## src/rtl/ddi_pkg.sv

```systemverilog
// Shared constants and types for the DRAM data interface
package ddi_pkg;
  localparam int DQ_W = 8;
  localparam int NIB_W = 4;
  localparam int BA_W = 3;
  localparam int ADDR_W = 14;
  localparam int COL_W = 3;
  localparam int RANKS = 2;
  localparam int BANKS = 8;
  localparam int IDX_W = 8;
  localparam int BC_BIT = 12;
  localparam int AP_BIT = 10;
  localparam int BUF_DEPTH = 2;
  // Command codes as {ras_b, cas_b, we_b}
  localparam logic [2:0] CMD_ACT = 3'h3;
  localparam logic [2:0] CMD_RD = 3'h5;
  localparam logic [2:0] CMD_WR = 3'h4;
  localparam logic [2:0] CMD_PRE = 3'h2;
  // Burst lengths in beats
  localparam logic [3:0] BL8 = 4'h8;
  localparam logic [3:0] BL4 = 4'h4;
  // Read latency in link clock rising edges
  localparam logic [3:0] RD_LAT_CK = 4'h5;
  localparam logic [3:0] LAT_LAST = 4'h1;
  localparam logic [3:0] CNT_ONE = 4'h1;
  localparam logic [3:0] CNT_ZERO = 4'h0;
  typedef enum logic [1:0] {RD_IDLE, RD_WAIT, RD_OUT} ddi_rd_e;
  // Link-side pins and configuration straps, all sampled together
  typedef struct packed {
    logic ck;
    logic ck_b;
    logic [RANKS-1:0] cs_b;
    logic ras_b;
    logic cas_b;
    logic we_b;
    logic [BA_W-1:0] ba;
    logic [ADDR_W-1:0] addr;
    logic [DQ_W-1:0] dq;
    logic dm;
    logic dqs;
    logic dqs_b;
    logic x8;
    logic tdqs_en;
    logic otf;
    logic bc4;
    logic ilv;
  } ddi_pins_s;
endpackage : ddi_pkg

```

## src/rtl/ddi_buf_if.sv

```systemverilog
// Valid/ready carrier between the read path and its buffer
`timescale 1ns/10ps
interface ddi_buf_if #(
  parameter int W = 8
);
  logic in_valid;
  logic in_ready;
  logic [W-1:0] in_data;
  logic out_valid;
  logic out_ready;
  logic [W-1:0] out_data;
  modport store (
    input in_valid,
    input in_data,
    input out_ready,
    output in_ready,
    output out_valid,
    output out_data
  );
  modport user (
    output in_valid,
    output in_data,
    output out_ready,
    input in_ready,
    input out_valid,
    input out_data
  );
endinterface : ddi_buf_if

```

## src/rtl/ddi_fifo2.sv

```systemverilog
// Small valid/ready buffer held in flip-flops
`timescale 1ns/10ps
module ddi_fifo2 #(
  parameter int W = 8,
  parameter int DEPTH = 2
) (
  // Clock and reset
  input wire logic i_ref_clk,
  input wire logic i_rst_b,
  // Buffer ports
  ddi_buf_if.store b
);
  localparam int PW = (DEPTH > 1) ? $clog2(DEPTH) : 1;
  localparam int CW = $clog2(DEPTH + 1);
  localparam logic [PW-1:0] PTR_LAST = PW'(DEPTH - 1);
  localparam logic [CW-1:0] CNT_FULL = CW'(DEPTH);
  localparam logic [CW-1:0] CNT_ONE = CW'(1);

  logic [W-1:0] mem_r [DEPTH];
  logic [PW-1:0] wr_ptr_r;
  logic [PW-1:0] rd_ptr_r;
  logic [CW-1:0] cnt_r;
  logic push;
  logic pop;

  assign b.in_ready = (cnt_r != CNT_FULL);
  assign b.out_valid = (cnt_r != '0);
  assign b.out_data = mem_r[rd_ptr_r];
  assign push = b.in_valid & b.in_ready;
  assign pop = b.out_ready & b.out_valid;

  // Storage
  always_ff @(posedge i_ref_clk) begin
    if (push) begin
      mem_r[wr_ptr_r] <= b.in_data;
    end
  end

  // Pointers and fill count
  always_ff @(posedge i_ref_clk or negedge i_rst_b) begin
    if (!i_rst_b) begin
      wr_ptr_r <= '0;
      rd_ptr_r <= '0;
      cnt_r <= '0;
    end else begin
      if (push) begin
        wr_ptr_r <= (wr_ptr_r == PTR_LAST) ? '0 : wr_ptr_r + 1'b1;
      end
      if (pop) begin
        rd_ptr_r <= (rd_ptr_r == PTR_LAST) ? '0 : rd_ptr_r + 1'b1;
      end
      if (push & ~pop) begin
        cnt_r <= cnt_r + CNT_ONE;
      end else if (pop & ~push) begin
        cnt_r <= cnt_r - CNT_ONE;
      end
    end
  end
endmodule : ddi_fifo2

```

## src/rtl/ddi_dram_if.sv

```systemverilog
// Device side of a dual-rank DDR3 data and access interface
//
// Contract
// - Bidirectional data bus, four bits in x4 and eight bits in x8.
// - Reads drive the strobe pair with edges aligned to data changes.
// - x8 with termination strobe on disables masking, pair gives termination.
// - Spare balls idle in x4; in x8 carry upper bits, and the complement ball copies the termination strobe when it is on.
// - Two data words move on the pins per link clock cycle.
// - Each access is eight words, or four when chopped, one per half link clock cycle.
// - Bursts start at chosen column, run programmed length and order.
// - Activate uses bank and address inputs to open bank and row.
// - Read or write uses select, bank, address for rank, bank, column.
// - Two independent ranks of eight banks, each with its select.
// - Command and address sampled when true clock rises, complement falls.
// - A rank ignores any command while its select is high.
// - On-the-fly chop: address bit twelve high gives eight, low four.
// - Write beats sampled with mask high are not stored.
`timescale 1ns/10ps
module ddi_dram_if (
  // Clock and reset
  input wire logic i_ref_clk,
  input wire logic i_rst_b,
  // Configuration straps
  input wire logic i_x8_mode,
  input wire logic i_tdqs_en,
  input wire logic i_bc_otf_en,
  input wire logic i_bc4_fixed,
  input wire logic i_interleave,
  // Link clock and command pins
  input wire logic i_ck,
  input wire logic i_ck_b,
  input wire logic [1:0] i_cs_b,
  input wire logic i_ras_b,
  input wire logic i_cas_b,
  input wire logic i_we_b,
  input wire logic [2:0] i_ba,
  input wire logic [13:0] i_addr,
  // Data pins
  input wire logic [7:0] i_dq,
  output logic [7:0] o_dq,
  output logic [7:0] o_dq_oe,
  input wire logic i_dm,
  // Strobe pins
  input wire logic i_dqs,
  input wire logic i_dqs_b,
  output logic o_dqs,
  output logic o_dqs_b,
  output logic o_dqs_oe,
  // Termination strobe; the complement is the narrow-mode unused ball
  output logic o_tdqs_term,
  output logic o_tdqs_term_cmp,
  // Status
  output logic o_rd_busy,
  output logic o_wr_busy,
  output logic [15:0] o_open_banks
);
  ddi_pkg::ddi_pins_s pin_in;
  ddi_pkg::ddi_pins_s s1_r;
  ddi_pkg::ddi_pins_s s2_r;
  logic ck_lvl;
  logic ck_prev_r;
  logic ck_rise;
  logic ck_fall;
  logic dqs_lvl;
  logic dqs_prev_r;
  logic dqs_edge;
  logic [2:0] cmd;
  logic [1:0] hit;
  logic acc_rank;
  logic [3:0] acc_bank;
  logic acc_ok;
  logic acc_bl8;
  logic idle;
  logic rd_go;
  logic wr_go;
  logic [15:0] open_r;
  logic [15:0] row0_r;
  logic [ddi_pkg::DQ_W-1:0] mem_r [2**ddi_pkg::IDX_W];
  ddi_pkg::ddi_rd_e rd_st_r;
  logic [3:0] rd_lat_r;
  logic rd_bl8_r;
  logic [4:0] rd_base_r;
  logic [2:0] rd_col_r;
  logic [3:0] fetch_cnt_r;
  logic [3:0] beat_r;
  logic [3:0] rd_len;
  logic rd_first;
  logic rd_next;
  logic rd_end;
  logic [ddi_pkg::DQ_W-1:0] dq_out_r;
  logic dqs_out_r;
  logic oe_r;
  logic wr_act_r;
  logic wr_bl8_r;
  logic [4:0] wr_base_r;
  logic [2:0] wr_col_r;
  logic [3:0] wr_cnt_r;
  logic [3:0] wr_len;
  logic term_on;
  logic wr_masked;
  logic [ddi_pkg::DQ_W-1:0] wr_word;

  ddi_buf_if #(.W(ddi_pkg::DQ_W)) rbuf ();

  // Burst address order within an eight-column block
  function automatic logic [2:0] seq_col(
    input logic [2:0] c,
    input logic [3:0] i,
    input logic bl8,
    input logic ilv
  );
    logic [2:0] k;
    k = i[2:0];
    if (ilv) begin
      seq_col = c ^ k;
    end else if (bl8) begin
      seq_col = c + k;
    end else begin
      seq_col = {c[2], c[1:0] + k[1:0]};
    end
  endfunction : seq_col

  // Pin gathering
  always_comb begin
    pin_in.ck = i_ck;
    pin_in.ck_b = i_ck_b;
    pin_in.cs_b = i_cs_b;
    pin_in.ras_b = i_ras_b;
    pin_in.cas_b = i_cas_b;
    pin_in.we_b = i_we_b;
    pin_in.ba = i_ba;
    pin_in.addr = i_addr;
    pin_in.dq = i_dq;
    pin_in.dm = i_dm;
    pin_in.dqs = i_dqs;
    pin_in.dqs_b = i_dqs_b;
    pin_in.x8 = i_x8_mode;
    pin_in.tdqs_en = i_tdqs_en;
    pin_in.otf = i_bc_otf_en;
    pin_in.bc4 = i_bc4_fixed;
    pin_in.ilv = i_interleave;
  end

  // Two-stage synchroniser for every pin
  always_ff @(posedge i_ref_clk or negedge i_rst_b) begin
    if (!i_rst_b) begin
      s1_r <= '0;
      s2_r <= '0;
    end else begin
      s1_r <= pin_in;
      s2_r <= s1_r;
    end
  end

  // Differential crossings of link clock and strobe
  assign ck_lvl = s2_r.ck & ~s2_r.ck_b;
  assign dqs_lvl = s2_r.dqs & ~s2_r.dqs_b;

  always_ff @(posedge i_ref_clk or negedge i_rst_b) begin
    if (!i_rst_b) begin
      ck_prev_r <= 1'b0;
      dqs_prev_r <= 1'b0;
    end else begin
      ck_prev_r <= ck_lvl;
      dqs_prev_r <= dqs_lvl;
    end
  end

  assign ck_rise = ck_lvl & ~ck_prev_r;
  assign ck_fall = ~ck_lvl & ck_prev_r;
  assign dqs_edge = (dqs_lvl ^ dqs_prev_r) & wr_act_r;

  // Command decode
  assign cmd = {s2_r.ras_b, s2_r.cas_b, s2_r.we_b};
  assign hit = ~s2_r.cs_b;
  assign acc_rank = ~hit[0];
  assign acc_bank = {acc_rank, s2_r.ba};
  assign acc_ok = (|hit) & open_r[acc_bank];
  assign acc_bl8 = s2_r.otf ? s2_r.addr[ddi_pkg::BC_BIT] : ~s2_r.bc4;
  assign idle = (rd_st_r == ddi_pkg::RD_IDLE) & ~wr_act_r;
  assign rd_go = ck_rise & (cmd == ddi_pkg::CMD_RD) & acc_ok & idle;
  assign wr_go = ck_rise & (cmd == ddi_pkg::CMD_WR) & acc_ok & idle;

  // Bank open state per rank
  always_ff @(posedge i_ref_clk or negedge i_rst_b) begin
    if (!i_rst_b) begin
      open_r <= '0;
      row0_r <= '0;
    end else if (ck_rise) begin
      for (int r = 0; r < ddi_pkg::RANKS; r++) begin
        if (hit[r] && cmd == ddi_pkg::CMD_ACT) begin
          open_r[{1'(r), s2_r.ba}] <= 1'b1;
          row0_r[{1'(r), s2_r.ba}] <= s2_r.addr[0];
        end else if (hit[r] && cmd == ddi_pkg::CMD_PRE) begin
          if (s2_r.addr[ddi_pkg::AP_BIT]) begin
            open_r[r*ddi_pkg::BANKS +: ddi_pkg::BANKS] <= '0;
          end else begin
            open_r[{1'(r), s2_r.ba}] <= 1'b0;
          end
        end
      end
    end
  end

  // Read control
  assign rd_len = rd_bl8_r ? ddi_pkg::BL8 : ddi_pkg::BL4;
  assign rd_first = (rd_st_r == ddi_pkg::RD_WAIT) & ck_rise
      & (rd_lat_r == ddi_pkg::LAT_LAST);
  assign rd_next = (rd_st_r == ddi_pkg::RD_OUT) & (ck_rise | ck_fall)
      & (beat_r != rd_len);
  assign rd_end = (rd_st_r == ddi_pkg::RD_OUT) & (ck_rise | ck_fall)
      & (beat_r == rd_len);

  always_ff @(posedge i_ref_clk or negedge i_rst_b) begin
    if (!i_rst_b) begin
      rd_st_r <= ddi_pkg::RD_IDLE;
      rd_lat_r <= ddi_pkg::CNT_ZERO;
      rd_bl8_r <= 1'b0;
      rd_base_r <= '0;
      rd_col_r <= '0;
    end else begin
      unique case (rd_st_r)
        ddi_pkg::RD_IDLE: begin
          if (rd_go) begin
            rd_st_r <= ddi_pkg::RD_WAIT;
            rd_lat_r <= ddi_pkg::RD_LAT_CK;
            rd_bl8_r <= acc_bl8;
            rd_base_r <= {acc_bank, row0_r[acc_bank]};
            rd_col_r <= s2_r.addr[ddi_pkg::COL_W-1:0];
          end
        end
        ddi_pkg::RD_WAIT: begin
          if (rd_first) begin
            rd_st_r <= ddi_pkg::RD_OUT;
          end else if (ck_rise) begin
            rd_lat_r <= rd_lat_r - ddi_pkg::CNT_ONE;
          end
        end
        ddi_pkg::RD_OUT: begin
          if (rd_end) begin
            rd_st_r <= ddi_pkg::RD_IDLE;
          end
        end
      endcase
    end
  end

  // Core fetch into the buffer, stalled when it is full
  assign rbuf.in_valid = (rd_st_r != ddi_pkg::RD_IDLE)
      & (fetch_cnt_r != rd_len);
  assign rbuf.in_data = mem_r[{rd_base_r,
      seq_col(rd_col_r, fetch_cnt_r, rd_bl8_r, s2_r.ilv)}];
  assign rbuf.out_ready = rd_first | rd_next;

  always_ff @(posedge i_ref_clk or negedge i_rst_b) begin
    if (!i_rst_b) begin
      fetch_cnt_r <= ddi_pkg::CNT_ZERO;
    end else if (rd_go) begin
      fetch_cnt_r <= ddi_pkg::CNT_ZERO;
    end else if (rbuf.in_valid & rbuf.in_ready) begin
      fetch_cnt_r <= fetch_cnt_r + ddi_pkg::CNT_ONE;
    end
  end

  ddi_fifo2 #(
    .W(ddi_pkg::DQ_W),
    .DEPTH(ddi_pkg::BUF_DEPTH)
  ) u_rbuf (
    .i_ref_clk(i_ref_clk),
    .i_rst_b(i_rst_b),
    .b(rbuf.store)
  );

  // Read beat driver: word and strobe edge change together
  always_ff @(posedge i_ref_clk or negedge i_rst_b) begin
    if (!i_rst_b) begin
      dq_out_r <= '0;
      dqs_out_r <= 1'b0;
      oe_r <= 1'b0;
      beat_r <= ddi_pkg::CNT_ZERO;
    end else if (rd_go) begin
      beat_r <= ddi_pkg::CNT_ZERO;
    end else if (rd_first | rd_next) begin
      if (rbuf.out_valid) begin
        dq_out_r <= rbuf.out_data;
      end
      dqs_out_r <= rd_first ? 1'b1 : ~dqs_out_r;
      oe_r <= 1'b1;
      beat_r <= beat_r + ddi_pkg::CNT_ONE;
    end else if (rd_end) begin
      oe_r <= 1'b0;
      dqs_out_r <= 1'b0;
    end
  end

  assign o_dq = s2_r.x8 ? dq_out_r
      : {{ddi_pkg::NIB_W{1'b0}}, dq_out_r[ddi_pkg::NIB_W-1:0]};
  assign o_dq_oe = {{ddi_pkg::NIB_W{oe_r & s2_r.x8}},
      {ddi_pkg::NIB_W{oe_r}}};
  assign o_dqs = dqs_out_r;
  assign o_dqs_b = ~dqs_out_r;
  assign o_dqs_oe = oe_r;

  // Termination strobe and mask
  assign term_on = s2_r.x8 & s2_r.tdqs_en;
  assign o_tdqs_term = term_on;
  assign o_tdqs_term_cmp = term_on;
  assign wr_masked = s2_r.dm & ~term_on;
  assign wr_word = s2_r.x8 ? s2_r.dq
      : {{ddi_pkg::NIB_W{1'b0}}, s2_r.dq[ddi_pkg::NIB_W-1:0]};

  // Write control
  assign wr_len = wr_bl8_r ? ddi_pkg::BL8 : ddi_pkg::BL4;

  always_ff @(posedge i_ref_clk or negedge i_rst_b) begin
    if (!i_rst_b) begin
      wr_act_r <= 1'b0;
      wr_bl8_r <= 1'b0;
      wr_base_r <= '0;
      wr_col_r <= '0;
      wr_cnt_r <= ddi_pkg::CNT_ZERO;
    end else if (wr_go) begin
      wr_act_r <= 1'b1;
      wr_bl8_r <= acc_bl8;
      wr_base_r <= {acc_bank, row0_r[acc_bank]};
      wr_col_r <= s2_r.addr[ddi_pkg::COL_W-1:0];
      wr_cnt_r <= ddi_pkg::CNT_ZERO;
    end else if (dqs_edge) begin
      wr_cnt_r <= wr_cnt_r + ddi_pkg::CNT_ONE;
      if (wr_cnt_r + ddi_pkg::CNT_ONE == wr_len) begin
        wr_act_r <= 1'b0;
      end
    end
  end

  // Array write, one beat per strobe edge
  always_ff @(posedge i_ref_clk) begin
    if (dqs_edge & ~wr_masked) begin
      mem_r[{wr_base_r,
          seq_col(wr_col_r, wr_cnt_r, wr_bl8_r, s2_r.ilv)}] <= wr_word;
    end
  end

  // Status
  assign o_rd_busy = (rd_st_r != ddi_pkg::RD_IDLE);
  assign o_wr_busy = wr_act_r;
  assign o_open_banks = open_r;
endmodule : ddi_dram_if

```

## config.mk

```make
export PLATFORM = sky130hd
export DESIGN_NAME = ddi_dram_if
export DESIGN_NICKNAME = d
export VERILOG_FILES = /design/src/rtl/ddi_pkg.sv /design/src/rtl/ddi_buf_if.sv /design/src/rtl/ddi_fifo2.sv /design/src/rtl/ddi_dram_if.sv
export SDC_FILE = /design/constraint.sdc
export NUM_CORES = 2
export LEC_CHECK = 0
export BUFFER_PORTS_ARGS = -buffer_cell sky130_fd_sc_hd__clkbuf_2
export CORE_MARGIN = 8
export CORE_UTILIZATION = 38
export CTS_BUF_LIST = sky130_fd_sc_hd__clkbuf_16
export DETAILED_ROUTE_END_ITERATION = 10
export PLACE_DENSITY = 0.64
export SETUP_SLACK_MARGIN = 0.2
export SLEW_MARGIN = 5
export SYNTH_ARGS = -nofsm -noshare
export SYNTH_HDL_FRONTEND = slang
export SYNTH_SLANG_ARGS = --single-unit
```

## constraint.sdc

```tcl
create_clock -name i_ref_clk -period 4.7 [get_ports i_ref_clk]
set_clock_uncertainty 0.05 [all_clocks]
set_input_delay 0.94 -clock i_ref_clk [delete_from_list [all_inputs] [get_ports i_ref_clk]]
set_output_delay 0.94 -clock i_ref_clk [all_outputs]
set_load 0.005 [all_outputs]
```

## Word level (Yosys, flattened, before mapping)

Memory sizes are Yosys's and may differ from the RTL's. A register that Yosys moved wholly into a read port is not among the register bits.
Index checks and enable logic that the tools add are counted.

| word-level totals | value |
|---|---|
| input port bits | 42 |
| output and inout bits | 39 |
| memories | 2 |
| memory bits (writable) | 2064 |
| flip-flop bits (word level) | 155 |
| logic and storage cells | 228 |

| cells by class | value |
|---|---|
| order comparisons | 5 |
| add/sub/neg operators | 12 |
| muxes and demuxes | 61 |
| equality and inequality tests | 17 |
| reductions and logical operators | 24 |
| bitwise operators | 52 |

Memory list:

| memory | depth | bits a word | rd ports | clocked after Yosys merged registers in | write ports | RTL line | text |
|---|---|---|---|---|---|---|---|
| mem_r | 256 | 8 | 1 | 0 | 1 | ddi_dram_if.sv:78 | `logic [ddi_pkg::DQ_W-1:0] mem_r [2**ddi_pkg::IDX_W];` |
| u_rbuf.mem_r | 2 | 8 | 1 | 1 | 1 | ddi_fifo2.sv:19 | `logic [W-1:0] mem_r [DEPTH];` |

Operator list:

| cell | count |
|---|---|
| 2-to-1 mux 16 bit | 8 |
| 2-to-1 mux 8 bit | 6 |
| 2-to-1 mux 4 bit | 11 |
| bitwise AND 16 bit | 2 |
| bitwise mux 16 bit | 2 |
| bitwise AND 1 bit | 27 |
| 2-to-1 mux 1 bit | 18 |
| nonzero test 2 bit | 9 |
| NOT 16 bit | 1 |
| NOT 8 -> 16 bit | 1 |
| bitwise OR 16 bit | 1 |
| bitwise OR 16 x 8 -> 16 bit | 1 |
| 2-to-1 mux 3 bit | 5 |
| NOT 1 bit | 13 |
| adder 4 x 1 -> 4 bit (second input constant) | 3 |
| inequality test 2 bit (second input constant) | 6 |
| less-than comparator 4 x 5 -> 1 bit (second input constant) | 2 |
| 2-to-1 mux 2 bit | 5 |
| binary-select mux 1 bit (select 4 bit) | 2 |
| == test 4 bit | 2 |
| inequality test 4 bit | 2 |
| one-hot mux 4 bit (2 select lines) | 1 |
| adder 3 bit | 2 |
| demux 1 bit (select 3 bit) | 2 |
| 25 further kinds | 39 |

## Longest topological paths before layout

| logic depth | value |
|---|---|
| depth in word-level cells | 14 |
| mapped depth | 14 |
| mapped depth without buffers | 10 |

## Modules after synthesis

A second synthesis with hierarchy kept.

| second synthesis, totals | value |
|---|---|
| cell total of the unflattened synthesis | 4598 |
| area total of the unflattened synthesis | 86817.0 sq um |

By module, submodules not included:

| module | cells each | times used | sequential area each (sq um) | area an instance (sq um) |
|---|---|---|---|---|
| ddi_dram_if | 4555 | 1 | 65077.4 | 86030.0 |
| ddi_fifo2 | 43 | 1 | 580.6 | 787.0 |

## Worst setup path after synthesis

No wires, ideal clock.

| path | value |
|---|---|
| path type | register to register |
| from | register s2_r[4] (netlist bit) |
| to | memory mem_r[0][4] (netlist bit), data pin |
| slack | 110 ps |
| buffers on the path | 0 |
| required time | 3783 ps |
| arrival time | 3672 ps |
| library setup time | 867 ps |
| cell stages (with the launch flop) | 2 |
| period minus slack after synthesis | 4590 ps |
| path through | dfrtp_1 -> and2_1 |

| on the way | value |
|---|---|
| longest elaborated chain between the ends | 1 |

RTL lines:

| what | RTL line | text |
|---|---|---|
| start, declared | ddi_dram_if.sv:59 | `ddi_pkg::ddi_pins_s s2_r;` |
| start signal, assigned | ddi_dram_if.sv:151 | `s2_r <= s1_r;` |
| 2-to-1 mux 8 bit | ddi_dram_if.sv:309 | `assign wr_word = s2_r.x8 ? s2_r.dq` |
| named net wr_word (one bit) | ddi_dram_if.sv:101 | `logic [ddi_pkg::DQ_W-1:0] wr_word;` |
| end, declared | ddi_dram_if.sv:78 |  |

The timed path passes the listed nets, and every way through them passes these cells.

## Worst setup path after layout

| path | value |
|---|---|
| from | register fetch_cnt_r[0] |
| to | memory u_rbuf.mem_r[0][5], data pin |

| on the way | value |
|---|---|
| longest elaborated chain between the ends | 4 |
| elaborated cells on any way between the ends | 6 |
| those cells by class | add/sub: 2; mux: 2; bitwise: 1; memory: 1 |

RTL lines:

| what | RTL line | text |
|---|---|---|
| start, declared | ddi_dram_if.sv:84 | `logic [3:0] fetch_cnt_r;` |
| start signal, assigned | ddi_dram_if.sv:257 | `fetch_cnt_r <= ddi_pkg::CNT_ZERO;` |
| start signal, assigned | ddi_dram_if.sv:259 | `fetch_cnt_r <= ddi_pkg::CNT_ZERO;` |
| start signal, assigned | ddi_dram_if.sv:261 | `fetch_cnt_r <= fetch_cnt_r + ddi_pkg::CNT_ONE;` |
| adder 3 bit / adder 2 bit (equally long branches) | ddi_dram_if.sv:117, ddi_dram_if.sv:119 |  |
| 2-to-1 mux 3 bit | ddi_dram_if.sv:116 | `end else if (bl8) begin` |
| 2-to-1 mux 3 bit (*) | ddi_dram_if.sv:114 | `if (ilv) begin` |
| memory read (256 x 8 bit) (*) | -- |  |
| named net rbuf.in_data[5] | ddi_buf_if.sv:8 | `logic [W-1:0] in_data;` |
| end, declared | ddi_fifo2.sv:19 |  |

Mark *: on every way through the listed nets, which the timed path passes. The rest lies on a longest branch.

==> summary.md <==
| Metric | Value |
|---|---|
| Final setup vio count | `0` |
| Die width | `493.5 um` |
| Avg Cell Area, Syn | `19.02 um2` |
| Residual antenna-violating net count after detailed routing | `0` |
| Min setup slack post-route | `168.4 ps` |
| Num CTS Buffers | `217` |
| Max cap viols | `0` |
| Hold-critical path depth | `1` |
| First DRT Iteration DRCs | `5680` |
| Num rows | `175` |
| Initial antenna violation count | `10` |
| Post-synth top cells | `edfxtp_1, mux4_2, nand2_1` |
| Worst-skew pair later-pin latency | `860 ps` |
| Hold Path Sink | `s1_r[0]` |
| IO buf count | `71` |
| Main synth FF type | `edfxtp_1` |
| Reg2reg start | `fetch_cnt_r[0]` |
| Post-route design area | `0.1008 mm2` |
| Core ar. | `0.2271 mm2` |
| Crit path time final | `4532 ps` |
| Placed cell areas | `0.09371 mm2` |
| Slew Limit Fails | `0` |
| Fin crit share | `96.42%` |
| Logic pwr share | `26.0%` |
| Leakage | `33.45 nW` |
| CP endpoint kind | `flop` |
| Status | `complete, no violations` |
| Clk root buf | `clkbuf_16` |
| Sequential share of the synthesized area | `75.79%` |
| Top-area cell type share of the netlist area | `71.54%` |
| Synth warnings | `0` |
| Internal cell power | `37.03 mW` |
| Cell Pwr Density | `524.9 mW/mm2` |
| Worst Path Arrival | `5060 ps` |
| Footprint of the multi-input gates | `0.01956 mm2` |
| RR Endpoint | `u_rbuf.mem_r[0][5]` |
| Worst path slowest cell | `a311oi_1` |
| DR vias/cell | `5.687` |
| Post-CTS setup buffer count | `0` |
| Vias in the first global route | `46810` |
| CP startpoint kind | `flop` |
| Register area | `0.06568 mm2` |
| Die area | `0.2435 mm2` |
| Total Power | `52.89 mW` |
| RSZ-0062 raised after global routing | `false` |
| IO Pins | `81` |
| Syn Nets | `4617` |
| CTS tree | `done` |
| Maximum fanout along the worst path | `42` |
| Share of cells above drive strength 1 | `26.57%` |
| Fillcell total | `19260` |
| Sequential share of power | `41.9%` |
| Net Sw Power | `15.86 mW` |
| Detailed Route WL | `234500 um` |
| Place WS | `289.2 ps` |
| Worst slew margin | `8.310%` |
| Worst R2R Path Depth | `12` |
| CP Class | `flop to flop` |
| RePlAce Congestion | `0.8888` |
| Synth area leaders | `edfxtp_1, mux4_2, dfrtp_1` |
| Leading cell type by number of instances after synthesis | `edfxtp_1` |
| Syn Inst Count | `4555` |
| Critical Path Most Common Cell | `buf_12` |
| Post-synth top area cell | `edfxtp_1` |
| FF+latch count, synth | `2211` |
| Placed cells | `7838` |
| Clock power share | `32.0%` |
| Hold Slack | `143.5 ps` |
| Async SR Flop Fraction | `6.649%` |
| H-tree depth | `4` |
| Worst min path class | `primary input to flop` |
| Global-route wire length before repair | `338300 um` |
| F_max | `220.7 MHz` |
| Hpwl dp | `147800 um` |
| Worst Max-Slew Pin Slew | `1363 ps` |
| Net Sw Frac | `29.99%` |
| DRC | `0` |
| Worst R2R Setup Slack | `170 ps` |
| Initial Utilization | `38.15%` |
| Die H | `493.5 um` |
| Post-layout util | `44.37%` |
| Layout Cells excl Fill | `8249` |
| Clk slew on worst S/H paths | `60 ps` |
| Peak supply drop | `0.0003760 V` |
| EDFF count, synth | `2064` |
| Final hold viol count | `0` |
| GRT Overall Usage | `18.87%` |
| Worst-case clock buffer depth | `3` |
| CP peak stage delay | `550 ps` |
| WL per Instance | `28.43 um` |
| CTS Sinks | `2211` |
| Post-Syn Area | `0.08663 mm2` |
| Via count | `46910` |
| GR Overflow Total | `0` |
| Yosys cell types | `83` |
| Area Overhead vs Synth | `16.30%` |
| Cells along the critical path | `ha_4, fa_1, and4bb_4, o31a_4, nor2_8, buf_12, buf_12, mux2i_1, a221oi_1, a221o_1, a311oi_1, o32ai_1` |
| Drt first pass iters | `6` |
| HP Start | `i_interleave` |
| Setup TNS Final | `0 ps` |
| Required time of the critical path | `5230 ps` |
| Largest net degree at the start of global routing | `201` |
| # nets final | `5110` |
## critical path: cells and delay by family (launching register included)
kind	cells	cell delay (ps)
flip-flops	1	460
AO/OA/AOI/OAI	5	1680
AND/OR/NAND/NOR	2	570
adder cells (fa/ha/maj)	2	600
multiplexers	1	260
buffers and inverters	2	540
## power groups by stage
stage                     sequential (mW)  combinational [mW]  clock (mW)
after CTS                            22.2                13.7        17.2
after global placement               22.6                13.6           0
after detailed placement             22.6                13.7           0
final                                22.2                13.8        16.9
after floorplan                      22.5                8.25           0
after global routing                 22.2                14.4        17.9
## state kept, by name, indices dropped and copies added (netlist names), 2 cells and up
register	flops
wr_cnt_r	4
wr_base_r	5
u_rbuf.cnt_r	2
u_rbuf.mem_r	16
wr_col_r	3
s2_r	25
rd_lat_r	4
rd_col_r	3
rd_base_r	5
cmd	3
fetch_cnt_r	4
o_open_banks	16
rd_st_r	2
dq_out_r	8
mem_r	2048
row0_r	16
acc_bank	3
s1_r	31
beat_r	4
## cells by family after synthesis
logic type                 count (synthesis)  share of synthesized area [%]
xor gates and xnor gates                  17                         0.1719
and+or+nand+nor                          968                          4.882
AOI/OAI and AO/OA                        417                          3.497
muxes                                    614                          13.58
DFF                                     2211                          75.79
buffers and inverters                    308                          1.775
adders and majority gates                 20                         0.3062
## layer usage
metal / track usage [%] / vias to the layer above / wire, um
met4: 6.941 / 4 / 9312
met3: 4.107 / 452 / 22920
met1: 25.92 / 24690 / 93070
met2: 29.73 / 2434 / 109200
met5: 0 / - / 20
li1: - / 19330 / -
## cell type report
type	count	area share [%]
clock inverter	187	1.532
clock buffer	219	5.439
antenna	5	0.01242
multi-input combinational	2036	19.41
sequential	2211	65.19
tap	3009	3.737
timing repair buffer	556	4.585
inverter	26	0.09686
## repair_timing
action                                  4_1_cts  5_1_grt
endpoints found under the setup margin        0        2
hold buffers                                  0        0
resized for setup                             0        1
## layout by cell type (no fill, tap or decap), types with 29 or more instances in the layout
| cell type | n |
|---|---|
| clkbuf_2 | 70 |
| a32oi_1 | 29 |
| a211oi_1 | 67 |
| edfxtp_1 | 2064 |
| mux4_2 | 444 |
| a21oi_1 | 73 |
| clkinv_1 | 61 |
| buf_12 | 49 |
| inv_1 | 78 |
| buf_4 | 435 |
| mux2i_1 | 118 |
| mux2_2 | 50 |
| o21ai_0 | 52 |
| nor2_1 | 306 |
| dfrtp_1 | 140 |
| clkbuf_16 | 219 |
| a31oi_1 | 46 |
| and3_1 | 83 |
| nand3_1 | 65 |
| nand2_1 | 406 |
| clkinv_2 | 39 |
## how the worst max path moves through the flow
stage | depth (start not counted) | slack, ps | to | startpoint
after CTS | 12 | 240 | u_rbuf.mem_r[0][5] | fetch_cnt_r[0]
final | 12 | 170 | u_rbuf.mem_r[0][5] | fetch_cnt_r[0]
after floorplan | 0 | 680 | mem_r[0][0] | s2_r[8]
after detailed placement | 12 | 290 | u_rbuf.mem_r[1][5] | fetch_cnt_r[0]
after global routing | 12 | 210 | u_rbuf.mem_r[0][5] | fetch_cnt_r[0]
after global placement | 12 | 310 | u_rbuf.mem_r[0][5] | fetch_cnt_r[0]
Note: power is estimated with default switching activity, not from simulation.
